File: config.mk
export PLATFORM = sky130hd
export DESIGN_NAME = output_uv_fault_retry_ctrl
export DESIGN_NICKNAME = d
export VERILOG_FILES = /design/src/core/uv_fault_pkg.sv /design/src/core/output_uv_fault_retry_ctrl.sv /design/src/core/retry_timer.sv
export SDC_FILE = /design/constraint.sdc
export NUM_CORES = 1
export LEC_CHECK = 0
export BUFFER_PORTS_ARGS = -buffer_cell sky130_fd_sc_hd__buf_2
export CELL_PAD_IN_SITES_DETAIL_PLACEMENT = 0
export CELL_PAD_IN_SITES_GLOBAL_PLACEMENT = 1
export CORE_MARGIN = 2
export CORE_UTILIZATION = 45
export DETAILED_ROUTE_END_ITERATION = 6
export PLACE_DENSITY_LB_ADDON = 0.2
export SYNTH_ARGS = -nofsm -noshare
export SYNTH_HDL_FRONTEND = slang
export SYNTH_SLANG_ARGS = --single-unit
File: constraint.sdc
create_clock -name clk_in -period 2.5 [get_ports clk_in]
set_clock_uncertainty 0.1 [all_clocks]
set_input_delay 0 -clock clk_in [delete_from_list [all_inputs] [get_ports clk_in]]
set_output_delay 0 -clock clk_in [all_outputs]
set_load 0.01 [all_outputs]
File: src/core/uv_fault_pkg.sv
/*
 * Constants for the output undervoltage fault response block: register
 * offset, field layout, reset value and retry timing.
 * Assumes a 250 MHz system clock.
 */
package uv_fault_pkg;
	localparam logic [7:0]  ACTION_OFFSET     = 8'h45;
	localparam logic [7:0]  ACTION_RESET      = 8'h80;
	localparam int          RESP_HI           = 7;
	localparam int          RESP_LO           = 6;
	localparam int          RETRY_HI          = 5;
	localparam int          RETRY_LO          = 3;
	localparam int          DELAY_HI          = 2;
	localparam int          DELAY_LO          = 0;
	localparam logic [2:0]  RETRY_NONE        = 3'h0;
	localparam logic [2:0]  RETRY_FOREVER     = 3'h7;
	localparam int          CLK_MHZ           = 250;
	localparam int          RETRY_STEP_MS     = 35;
	localparam int          RETRY_STEP_CYCLES = RETRY_STEP_MS * 1000 * CLK_MHZ;
	localparam int          ALERT_SYNC_STAGES = 2;

	typedef enum logic [1:0] {
		ST_RUN   = 2'b00,
		ST_WAIT  = 2'b01,
		ST_OFF   = 2'b10
	} uv_state_t;
endpackage : uv_fault_pkg

File: src/core/output_uv_fault_retry_ctrl.sv
/*
 * Output undervoltage fault response: holds the fault action register,
 * raises the sticky fault bit and, under response codes 10 and 11, the alert line, disables the output and
 * retries after a programmable delay.
 * Assumes the register port, fault clear and on/off inputs come from logic
 * on clk_in; the enable pin, power-good and comparator inputs are asynchronous.
 */
//
// How it works
// [RL1] The action register resets to 80h: shut down immediately, never retry.
// [RL2] Response codes 10 and 11 mean disable and retry per the retry field; 00 and 01 also disable and latch off, but leave the alert line high.
// [RL3] An undervoltage fault under a disable-and-retry code pulls the alert line low.
// [RL4] A fault sets a sticky fault bit that only the fault clear command clears.
// [RL5] Retry setting 000 keeps the output off after a fault until the fault is cleared.
// [RL6] Retry setting 111 restarts again and again until switched off, bias is lost, or another fault.
// [RL7] Restart attempts start (delay field plus one) times 35 ms apart.
// [RL8] Fault detection is masked during ramp, before power-good, and while the output is off.
// [RL9] A prescaler makes the 35 ms tick and restarts at each new attempt.
`timescale 1ns/1ps
module output_uv_fault_retry_ctrl
	import uv_fault_pkg::*;
#(
	parameter int STEP_CYCLES = RETRY_STEP_CYCLES
) (
	input  wire logic       clk_in,
	input  wire logic       arst_n_in,
	input  wire logic       reg_wr_in,
	input  wire logic       reg_rd_in,
	input  wire logic [7:0] reg_addr_in,
	input  wire logic [7:0] reg_wdata_in,
	output logic [7:0]      reg_rdata_out,
	input  wire logic       clear_faults_in,
	input  wire logic       enable_pin_in,
	input  wire logic       on_cmd_in,
	input  wire logic       bias_ok_in,
	input  wire logic       other_fault_in,
	input  wire logic       output_in_regulation_in,
	input  wire logic       uv_detect_in,
	output logic            host_alert_line_n_out,
	output logic            uv_fault_bit_out,
	output logic            output_enable_out,
	output logic            retry_start_out
);
	////////////////////////////////////////////////////////////////////////
	logic [7:0] action_r;
	logic [1:0] en_s_r;
	logic [1:0] pg_s_r;
	logic [1:0] uv_s_r;
	logic [1:0] bias_s_r;
	uv_state_t  state_r;
	logic       retry_done;
	logic       commanded_on;
	logic       fault_seen;
	logic       retry_mode;
	logic       go_retry;

	function automatic logic resp_is_retry(input logic [7:0] a);
		return a[RESP_HI];
	endfunction : resp_is_retry

	// Pin inputs pass two flip-flops; only the second stage is read.
	always_ff @(posedge clk_in or negedge arst_n_in) begin
		if (!arst_n_in) begin
			en_s_r   <= '0;
			pg_s_r   <= '0;
			uv_s_r   <= '0;
			bias_s_r <= '0;
		end else begin
			en_s_r   <= {en_s_r[0], enable_pin_in};
			pg_s_r   <= {pg_s_r[0], output_in_regulation_in};
			uv_s_r   <= {uv_s_r[0], uv_detect_in};
			bias_s_r <= {bias_s_r[0], bias_ok_in};
		end
	end

	////////////////////////////////////////////////////////////////////////
	always_ff @(posedge clk_in or negedge arst_n_in) begin
		if (!arst_n_in) begin
			action_r <= ACTION_RESET; // see [RL1]
		end else if (reg_wr_in && reg_addr_in == ACTION_OFFSET) begin
			action_r <= reg_wdata_in;
		end
	end

	always_ff @(posedge clk_in or negedge arst_n_in) begin
		if (!arst_n_in) begin
			reg_rdata_out <= '0;
		end else if (reg_rd_in) begin
			reg_rdata_out <= (reg_addr_in == ACTION_OFFSET) ? action_r : 8'h00;
		end
	end

	////////////////////////////////////////////////////////////////////////
	assign commanded_on = en_s_r[1] && on_cmd_in && bias_s_r[1] && !other_fault_in;
	// Masked while off and until power-good after the ramp.
	assign fault_seen   = uv_s_r[1] && output_enable_out && pg_s_r[1]; // see [RL8]
	assign retry_mode   = resp_is_retry(action_r); // see [RL2]
	assign go_retry     = retry_mode && action_r[RETRY_HI:RETRY_LO] == RETRY_FOREVER;

	always_ff @(posedge clk_in or negedge arst_n_in) begin
		if (!arst_n_in) begin
			state_r           <= ST_RUN;
			output_enable_out <= 1'b0;
			retry_start_out   <= 1'b0;
		end else begin
			retry_start_out <= 1'b0;
			case (state_r)
				ST_RUN: begin
					output_enable_out <= commanded_on;
					if (fault_seen) begin
						output_enable_out <= 1'b0;
						state_r <= go_retry ? ST_WAIT : ST_OFF; // see [RL5]
						retry_start_out <= go_retry;
					end
				end
				ST_OFF: begin
					output_enable_out <= 1'b0;
					if (clear_faults_in) begin // see [RL5]
						state_r <= ST_RUN;
					end
				end
				ST_WAIT: begin
					output_enable_out <= 1'b0;
					if (!commanded_on) begin // see [RL6]
						state_r <= ST_RUN;
					end else if (retry_done) begin // see [RL6]
						state_r           <= ST_RUN;
						output_enable_out <= 1'b1;
					end
				end
				default: begin
					state_r           <= ST_RUN;
					output_enable_out <= 1'b0;
				end
			endcase
		end
	end

	retry_timer #(
		.STEP_CYCLES(STEP_CYCLES)
	) u_timer (
		.clk_in   (clk_in),
		.arst_n_in(arst_n_in),
		.start_in (retry_start_out),
		.run_in   (state_r == ST_WAIT),
		.delay_in (action_r[DELAY_HI:DELAY_LO]),
		.done_out (retry_done)
	);

	////////////////////////////////////////////////////////////////////////
	// A fault in the clearing cycle wins over the clear.
	always_ff @(posedge clk_in or negedge arst_n_in) begin
		if (!arst_n_in) begin
			uv_fault_bit_out      <= 1'b0;
			host_alert_line_n_out <= 1'b1;
		end else begin
			if (state_r == ST_RUN && fault_seen) begin
				uv_fault_bit_out <= 1'b1; // see [RL4]
				if (retry_mode) begin
					host_alert_line_n_out <= 1'b0; // see [RL3]
				end
			end else if (clear_faults_in) begin
				uv_fault_bit_out      <= 1'b0; // see [RL4]
				host_alert_line_n_out <= 1'b1;
			end
		end
	end
endmodule : output_uv_fault_retry_ctrl

File: src/core/retry_timer.sv
/*
 * Retry delay timer: a prescaler makes a tick every step period and a step
 * counter ends the delay after (delay + 1) ticks.
 * Assumes a start pulse from the fault controller on the same clock.
 */
`timescale 1ns/1ps
module retry_timer
	import uv_fault_pkg::*;
#(
	parameter int STEP_CYCLES = RETRY_STEP_CYCLES
) (
	input  wire logic       clk_in,
	input  wire logic       arst_n_in,
	input  wire logic       start_in,
	input  wire logic       run_in,
	input  wire logic [2:0] delay_in,
	output logic            done_out
);
	logic [31:0] presc_r;
	logic [3:0]  steps_r;
	logic        tick;

	assign tick = (presc_r == 32'(STEP_CYCLES - 1));

	// A new attempt restarts both counters so each interval is whole.
	always_ff @(posedge clk_in or negedge arst_n_in) begin
		if (!arst_n_in) begin
			presc_r <= '0;
		end else if (start_in || !run_in || tick) begin // see [RL9]
			presc_r <= '0;
		end else begin
			presc_r <= presc_r + 32'h1;
		end
	end

	always_ff @(posedge clk_in or negedge arst_n_in) begin
		if (!arst_n_in) begin
			steps_r  <= '0;
			done_out <= 1'b0;
		end else begin
			done_out <= 1'b0;
			if (start_in || !run_in) begin
				steps_r <= '0;
			end else if (tick) begin
				if (steps_r == {1'b0, delay_in}) begin // see [RL7]
					steps_r  <= '0;
					done_out <= 1'b1;
				end else begin
					steps_r <= steps_r + 4'h1;
				end
			end
		end
	end
endmodule : retry_timer

; After elaboration in Yosys (flattened, before gate mapping)
; Cells that the tools add are included.
[word_totals]
regBits = 67
output_inout_bits = 12
elab_cells = 68
[classes]
add_sub_neg = 2
eq_ne = 10
mux = 25
reduce_logical = 17
[op_table]
columns = operator, n
row1 = 32-bit by 1-bit adder with 32-bit output (second input constant), 1
row2 = 32-bit by 24-bit equality test with 1-bit output (second input constant), 1
row3 = 32-bit 2-to-1 mux, 1
row4 = 1-bit 2-to-1 mux, 13
row5 = 4-bit 2-to-1 mux, 3
row6 = 2-bit 2-to-1 mux, 5
row7 = 8-bit by 7-bit equality test with 1-bit output (second input constant), 1
row8 = 1-bit logical AND, 8
row9 = 8-bit 2-to-1 mux, 1
row10 = 2-bit != test (second input constant), 3
row11 = 2-bit case mux with 3 select lines, 1
row12 = 4-bit by 1-bit adder with 4-bit output (second input constant), 1
row13 = 4-bit by 3-bit equality test with 1-bit output, 1
row14 = 2-bit nonzero test, 2
row15 = 3-bit equality test (second input constant), 1
row16 = 3-bit != test (second input constant), 1
row17 = 3-bit AND reduction, 1
row18 = 2-bit by 1-bit equality test with 1-bit output (second input constant), 1
row19 = 2-bit equality test (second input constant), 1
row20 = 1-bit logical NOT, 2
row21 = 2-bit logical NOT, 1
row22 = 1-bit logical OR, 2
row23 = 1-bit case mux with 2 select lines, 1
row24 = 2-bit AND reduction, 1

; Depth between registers and ports, before layout
; Gate-level depths: netlist of the first run.
[logic_depth]
depth_word = 5
mapped_depth = 6
mapped_depth_nobuf = 5

; Cells and area by module
; From an unflattened synthesis of the first run, not the netlist that was laid out.
[unflattened]
hier_cells = 323
hier_area_um2 = 3324.4
[by_module_without_submodules]
columns = module, instances, cells_per_inst, area_per_inst_um2, seq_area_each_um2
row1 = retry_timer, 1, 236, 2197.1, 925.9
row2 = output_uv_fault_retry_ctrl, 1, 87, 1127.3, 753.2

; Least setup slack after synthesis of the first run
; OpenSTA, ideal clock, no wires.
[synth_path]
path_kind = reg2reg
startpoint = register u_timer.presc_r[0]
endpoint = register u_timer.presc_r[28]
setup_ns = 0.074
arrival_ns = 1.921
required_time_ns = 2.326
slack_ns = 0.405
path_stages_with_launch = 7
path_buffers = 1
path_cell_list = dfrtp_1 -> ha_1 -> nand3_1 -> or4_4 -> buf_6 -> or4_4 -> a21oi_2
[synth_between]
elab_chain_cells = 3
elab_cells_between_ends = 4
[synth_rtl]
columns = item, line_no
row1 = start: declaration, retry_timer.sv:19  ; logic [31:0] presc_r;
row2 = start signal: assignment, retry_timer.sv:32  ; presc_r <= presc_r + 32'h1;
row3 = branches (longest 2 deep; another with 32-bit by 1-bit adder with 32-bit output), --
row4 = 32-bit 2-to-1 mux (*), retry_timer.sv:29  ; end else if (start_in || !run_in || tick) begin
; Mark *: on every way between the ends.
; A chain may end at the register's enable or synchronous reset.

; Worst setup path after layout of the first run
[layout_path]
startpoint = register u_timer.presc_r[0]
endpoint = register u_timer.presc_r[26]
; Same word-level chain as after synthesis.

==> out/metrics.yaml, run 1 <==
status:
  status: "complete, no violations"
detailed_routing:
  ant_nets: 0
  first_iter_violations: 56
  drc: 0
  first_pass_iters: 4
  via_per_inst: 5.56
  wirelength_um: 6300
  via_count: 2381
  routedWlPerCell_um: 14.7
setup_path:
  path_max_fanout: 11
  worstPathRequired_ps: 2660
  worstSetupPathType: "reg -> reg"
  end_kind: "flop"
  r2r_cells: 5
  start_kind: "flop"
  regToRegSetupSlack_ps: 280
  crit_arrival_ps: 2380
timing:
  hold_viol: 0
  drv_slew: 0
  min_period_ps: 2220
  timing.hold.ws_ps: 34.2
  setup-violations-final: 0
  period_share_pct: 88.6
  worst_slew_pin_slew_ps: 838
  setup_tns_ps: 0
  slew_headroom_pct: 44.2
  rsz0062_at_grt: "false"
  max_freq_mhz: 451
power_and_ir_drop:
  switching_share_pct: 20.4
  p_leak_uw: 0.00157
  pwr-share-comb_pct: 3.6
  pwr-share-seq_pct: 48.7
  pwr-share-clk_pct: 47.7
  p_per_area_mw_per_mm2: 603
  ir_worst_vdd_uv: 400
  p_int_uw: 1810
  power_switching_uw: 463
global_route:
  grt_overflow_total: 0
  antenna_found_initial: 0
  grt_pass1_wl_um: 10400
  grt_pass1_vias: 2223
  grt_usage_pct: 18.0
  grt_max_degree: 68
clock_network:
  clk_pin_slew_ps: 80
  cts.sinks: 67
  cts_buffers: 9
  clk_latency_ps: 340
  htreeDepth: 3
  cts-root-buf: "clkbuf_8"
  cts.path.max_buffers: 2
  cts_tree: "done"
cells_and_area:
  fillers: 591
  fin_util_pct: 56.3
  seqCellArea_mm2: 0.00168
  area_growth_syn_to_layout_pct: 23.1
  final_cell_mix: "65 x dfrtp_1, 38 x buf_2, 21 x a21oi_1, 21 x nor2_1, 16 x dlygate4sd3_1"
  fin_area_mm2: 0.00376
  final_common_cell: "dfrtp_1"
  multiInputGateArea_mm2: 0.00130
  fin_cells: 428
  antenna_cells: 0
  drive_gt1_share_pct: 23.3
  nets: 372
floorplanning:
  coreArea_mm2: 0.00668
  die_area_mm2: 0.00747
  initial_core_util_pct: 45.8
  ioPinCount: 39
  die_h_um: 86.5
  rows: 30
  die_w_um: 86.5
placement:
  dpl_cell_area_mm2: 0.00336
  placement.io_buffers: 38
  globalplace.congestion: 0.782
  place_inst: 396
  dp_hpwl_um: 4190
worst_hold_path:
  whs_path_depth: 3
  worstHoldPathType: "in -> reg"
yosys:
  synthDistinctLibCells: 40
  syn_avg_cell_area_um2: 10.9
  ys_seq_area_share_pct: 54.9
  synth_top_area_share_pct: 53.2
  synthCells: 281
  netlist_area_mm2: 0.00306
  ys_ff_latch: 67
  synthTopCellsByArea: "dfrtp_1 53%, a21oi_1 3.4%, mux2_2 3.3%"
  ys_warn_count: 0
  syn_nets: 310
  yosysTopAreaCell: "dfrtp_1"
job:
  drv_cap: 0
==> synthesized netlist by cell type, drive strengths merged <==
master,count
nor4,8
o41ai,2
and4,4
mux2,9
a31o,1
nor4b,3
xnor2,10
and3,2
a21oi,22
nand4,13
xor2,7
o31ai,6
or3b,1
nand4b,2
or3,11
nor3,5
mux2i,1
dfstp,2
dfrtp,65
o41a,1
inv,13
nor4bb,2
nand3,10
buf,2
nand2,10
nor2,21
or2,2
or4b,3
clkbuf,6
nor3b,1
o21ai,14
or4,12
ha,2
a22o,8
==> timing repair <==
action	CTS	global route
setup buffers	0	0
hold buffers	16	0
gates resized for setup	0	0
endpoints found under the hold margin	81	0
==> per-stage QoR <==
| stage | power, µW | worst slack (ps) |
|---|---|---|
| after floorplan | 1140 | 405 |
| after global placement | 1190 | 330 |
| after detailed placement | 1190 | 275 |
| after CTS | 2310 | 271 |
| after global routing | 2350 | 132 |
| final | 2270 | 284 |
==> cells by family (layout without fill, tap and decap cells) <==
| family | after synthesis | in the layout | share of synthesized area [%] |
|---|---|---|---|
| buffers and inverters | 21 | 88 | 2.86 |
| XOR/XNOR | 17 | 17 | 4.87 |
| adder cells (fa/ha/maj) | 2 | 2 | 0.818 |
| AO/OA/AOI/OAI | 54 | 54 | 11.0 |
| AND/OR/NAND/NOR | 110 | 110 | 21.9 |
| flip-flops | 67 | 67 | 54.9 |
| multiplexers | 10 | 10 | 3.64 |
==> sequential cells by signal, summed over array words and instances, names as in the netlist <==
register               count
action_r                   8
state_r                    2
en_s_r                     2
output_enable_out          1
u_timer.presc_r           32
host_alert_line_n_out      1
pg_s_r                     2
uv_fault_bit_out           1
bias_s_r                   2
uv_s_r                     2
u_timer.done_out           1
reg_rdata_out              8
u_timer.steps_r            4
retry_start_out            1
==> per-layer routing <==
layer	routed length (µm)	up-vias	global-route usage, %
met4	107	0	7.67
met2	2980	42	28.4
li1	-	1173	-
met5	0	-	0
met1	3010	1156	24.1
met3	198	10	3.71
==> critical path: stages, from the launching register on <==
cell and delay [ps]:
dfrtp_1 400, ha_1 220, nand3_1 220, or4_4 550, or4_1 490, a21oi_1 160
==> final cells by class <==
class / instances / share of cell area [%]
well taps: 80 / 2.66
clock buffers: 10 / 3.39
flip-flops and latches: 67 / 44.6
inverters: 13 / 1.30
repair buffers: 59 / 10.6
clock inverters: 6 / 2.99
multi-input cells: 193 / 34.4
==> worst paths after layout <==
check | to | start
worst max-delay path | u_timer.presc_r[26] | u_timer.presc_r[0]
worst min-delay path | reg_rdata_out[5] | reg_rd_in
worst max register to register | u_timer.presc_r[26] | u_timer.presc_r[0]
worst min register to register | uv_s_r[1] | uv_s_r[0]
max in group asynchronous | u_timer.presc_r[8] | arst_n_in
min in group asynchronous | u_timer.presc_r[19] | arst_n_in
==> power by group through the flow <==
stage | logic (µW) | clock network, µW | registers [µW]
floorplan | 16.9 | 0 | 1130
global placement | 63.3 | 0 | 1130
detailed placement | 64.6 | 0 | 1130
CTS | 83.0 | 1120 | 1110
global route | 92.5 | 1150 | 1110
finish | 81.5 | 1080 | 1110
Note: power is estimated with default switching activity, not from simulation.
==> run 2: changes to the inputs <==
--- a/config.mk
+++ b/config.mk
@@ -5,13 +5,15 @@
 export SDC_FILE = /design/constraint.sdc
 export NUM_CORES = 1
 export LEC_CHECK = 0
-export BUFFER_PORTS_ARGS = -buffer_cell sky130_fd_sc_hd__buf_2
 export CELL_PAD_IN_SITES_DETAIL_PLACEMENT = 0
 export CELL_PAD_IN_SITES_GLOBAL_PLACEMENT = 1
 export CORE_MARGIN = 2
-export CORE_UTILIZATION = 45
+export CORE_UTILIZATION = 49
 export DETAILED_ROUTE_END_ITERATION = 6
+export DONT_BUFFER_PORTS = 1
 export PLACE_DENSITY_LB_ADDON = 0.2
+export SETUP_SLACK_MARGIN = 0.02
 export SYNTH_ARGS = -nofsm -noshare
 export SYNTH_HDL_FRONTEND = slang
+export SYNTH_HIERARCHICAL = 1
 export SYNTH_SLANG_ARGS = --single-unit
==> run 2 against run 1 <==
Sequential share of layout area shrank 2.2 points; combinational power grew 4.3%; sequential power is essentially flat; largest power group unchanged; power shrank 2.4%; fmax shrank 7.2%; cell count grew 2.8%; die area shrank 0.18%; utilization grew 2.9 points; highest routed layer unchanged.
==> out/metrics.yaml, run 2 <==
status:
  status: "complete, no violations"
detailed_routing:
  routedWlPerCell_um: 17.1  # +16%
  via_per_inst: 6.10  # +9.6%
  drc: 0  # unchanged
  first_iter_violations: 160  # +190%
  first_pass_iters: 4  # unchanged
  via_count: 2682  # +13%
  wirelength_um: 7510  # +19%
  ant_nets: 0  # unchanged
placement:
  globalplace.congestion: 0.868  # +11%
  dp_hpwl_um: 4840  # +16%
  placement.io_buffers: 0  # -100%
  dpl_cell_area_mm2: 0.00342  # +1.8%
global_route:
  antenna_found_initial: 0  # unchanged
  grt_overflow_total: 0  # unchanged
  grt_pass1_vias: 2676  # +20%
  grt_usage_pct: 21.6  # +3.7 points
  grt_pass1_wl_um: 12800  # +23%
  grt_max_degree: 68  # unchanged
setup_path:
  path_common_cell: "dlygate4sd3_1"
  r2r_start: "u_timer/presc_r[0]"
  path_max_fanout: 8  # -3
  regToRegSetupSlack_ps: 250  # -30 ps
  end_kind: "flop"
  worstSetupPathType: "in -> reg"
  path_buf_inv: 3  # +3
  cp_num_cells: 6  # +1
  reg2reg_to: "u_timer/presc_r[22]"
  crit_slowest_cell: "dlygate4sd3_1"
  crit_arrival_ps: 2510  # +130 ps
  start_kind: "input port"
  r2r_cells: 5  # unchanged
  max_stage_delay_ps: 650  # +100 ps
  worstPathRequired_ps: 2630  # -30 ps
  critPathTopFamily: "buffers and inverters"
  crit_chain: "dlygate4sd3_1, nor4b_4, dlygate4sd3_1, nand3_4, mux2_2, dlygate4sd3_1"
yosys:
  post-synth-top-count-cell: "dfrtp_1"
  synthDistinctLibCells: 45  # +13%
  netlist_area_mm2: 0.00332  # +8.7%
  ys_warn_count: 6  # +6
  synthCells: 323  # +15%
  async_reset_ff_share_pct: 100  # unchanged
  syn_avg_cell_area_um2: 10.3  # -5.5%
  ys_ff_latch: 67  # unchanged
  yosysTopAreaCell: "dfrtp_1"
  syn_nets: 352  # +14%
  synthFlopType: "dfrtp_1"
  synth-edff-count: 0  # unchanged
  synthTopCellsByArea: "dfrtp_1 49%, xnor2_1 4.0%, nor3_1 3.8%"
  ys_seq_area_share_pct: 50.5  # -4.4 points
  ys_top_cells_by_count: "65 x dfrtp_1, 25 x nor3_1, 19 x inv_1, 17 x nand2_1, 16 x a211oi_1"
  synth_top_area_share_pct: 48.9  # -4.2 points
clock_network:
  cts.path.max_buffers: 2  # unchanged
  clk_pin_slew_ps: 80  # about the same
  cts_buffers: 9  # unchanged
  cts-root-buf: "clkbuf_8"
  post-cts-setup-buffers: 0  # unchanged
  cts.sinks: 67  # unchanged
  cts_tree: "done"
  htreeDepth: 3  # unchanged
  clk_latency_ps: 340  # about the same
cells_and_area:
  regMostFlops: "u_timer/presc_r"
  fin_area_mm2: 0.00396  # +5.2%
  drive_gt1_share_pct: 12.5  # -11 points
  final_cell_mix: "65 x dfrtp_1, 28 x dlygate4sd3_1, 24 x nor3_1"
  reg_top3: "u_timer/presc_r x32, action_r x8, reg_rdata_out x8"
  largest_reg_flops: 32  # unchanged
  nets: 384  # +3.2%
  area_growth_syn_to_layout_pct: 19.1
  final_common_cell: "dfrtp_1"
  fin_util_pct: 59.3  # +2.9 points
  antenna_cells: 0  # unchanged
  fillers: 582  # -1.5%
floorplanning:
  coreArea_mm2: 0.00668  # unchanged
  die_h_um: 86.4  # about the same
  die_area_mm2: 0.00746  # -0.18%
  ioPinCount: 39  # unchanged
  rows: 30  # unchanged
  die_w_um: 86.4  # about the same
  initial_core_util_pct: 49.8  # +4.0 points
timing:
  max_freq_mhz: 419  # -7.2%
  min_period_ps: 2390  # +171 ps
  worst_slew_pin_slew_ps: 528  # -310 ps
  drv_slew: 0  # unchanged
  period_share_pct: 95.5  # +6.9 points
  timing.hold.ws_ps: 104  # +69.4 ps
  hold_viol: 0  # unchanged
  rsz0062_at_grt: "false"
  slew_headroom_pct: 64.3  # +20 points
  setup_tns_ps: 0  # unchanged
  setup-violations-final: 0  # unchanged
job:
  drv_cap: 0  # unchanged
power_and_ir_drop:
  p_per_area_mw_per_mm2: 559  # -7.2%
  ir_worst_vdd_uv: 292  # -27%
  p_leak_uw: 0.00146  # -7.1%
worst_hold_path:
  worstHoldPathType: "in -> async"
-- run 2: per-layer routing --
layer / wire length [µm] / up-vias / global-route usage, % / share of wire, %
met3: 303 / 15 / 5.62 / 4.0
met4: 104 / 0 / 6.53 / 1.4
met1: 3500 / 1324 / 29.4 / 47
met2: 3600 / 49 / 34.3 / 48
li1: - / 1294 / - / -
met5: 0 / - / 0 / 0
-- run 2: worst max path at each step --
stage | to | from | slack, ps
global route | action_r[5] | reg_addr_in[1] | 60
detailed placement | u_timer/presc_r[22] | u_timer/presc_r[0] | 250
finish | action_r[2] | reg_addr_in[1] | 110
floorplan | u_timer/presc_r[22] | u_timer/presc_r[0] | 340
global placement | u_timer/presc_r[22] | u_timer/presc_r[0] | 270
CTS | action_r[0] | reg_addr_in[1] | 130
-- run 2: layout make-up --
| type | instances | area [µm²] | share of cell area [%] |
|---|---|---|---|
| Inverter | 19 | 71.3 | 1.80 |
| Tap cell | 80 | 100 | 2.53 |
| Sequential cell | 67 | 1680 | 42.4 |
| Clock inverter | 6 | 88.8 | 2.24 |
| Timing Repair Buffer | 37 | 368 | 9.29 |
| Clock buffer | 10 | 138 | 3.48 |
| Multi-Input combinational cell | 221 | 1510 | 38.2 |
-- run 2: through the flow --
stage / total power [µW] / cells / setup slack [ps]
2_1_floorplan: 1150 / 323 / 340
3_3_place_gp: 1150 / 395 / 275
5_1_grt: 2290 / 440 / 59.0
6_report: 2210 / 440 / 113
3_5_place_dp: 1150 / 395 / 248
4_1_cts: 2240 / 440 / 130
-- run 2: cell families (layout without fill, tap and decap cells) --
| logic type | count (synthesis) | after routing | synth area share [%] |
|---|---|---|---|
| flip-flops | 67 | 67 | 50.5 |
| buffers and inverters | 35 | 72 | 4.10 |
| AO/OA/AOI/OAI | 57 | 57 | 11.8 |
| AND/OR/NAND/NOR | 136 | 136 | 25.3 |
| multiplexers | 9 | 9 | 3.05 |
| adder cells (fa/ha/maj) | 2 | 2 | 0.753 |
| XOR/XNOR | 17 | 17 | 4.48 |
-- run 2: what timing repair did --
| action | in CTS | in global routing |
|---|---|---|
| endpoints found under the hold margin | 92 | 0 |
| resized for setup | 0 | 0 |
| hold buffers | 29 | 0 |
-- run 2: power breakdown --
part           switching (µW)  leakage [µW]  internal (µW)
Clock                     435      0.000108            588
Combinational            40.4      0.000443           44.6
Sequential               9.01      0.000909           1100
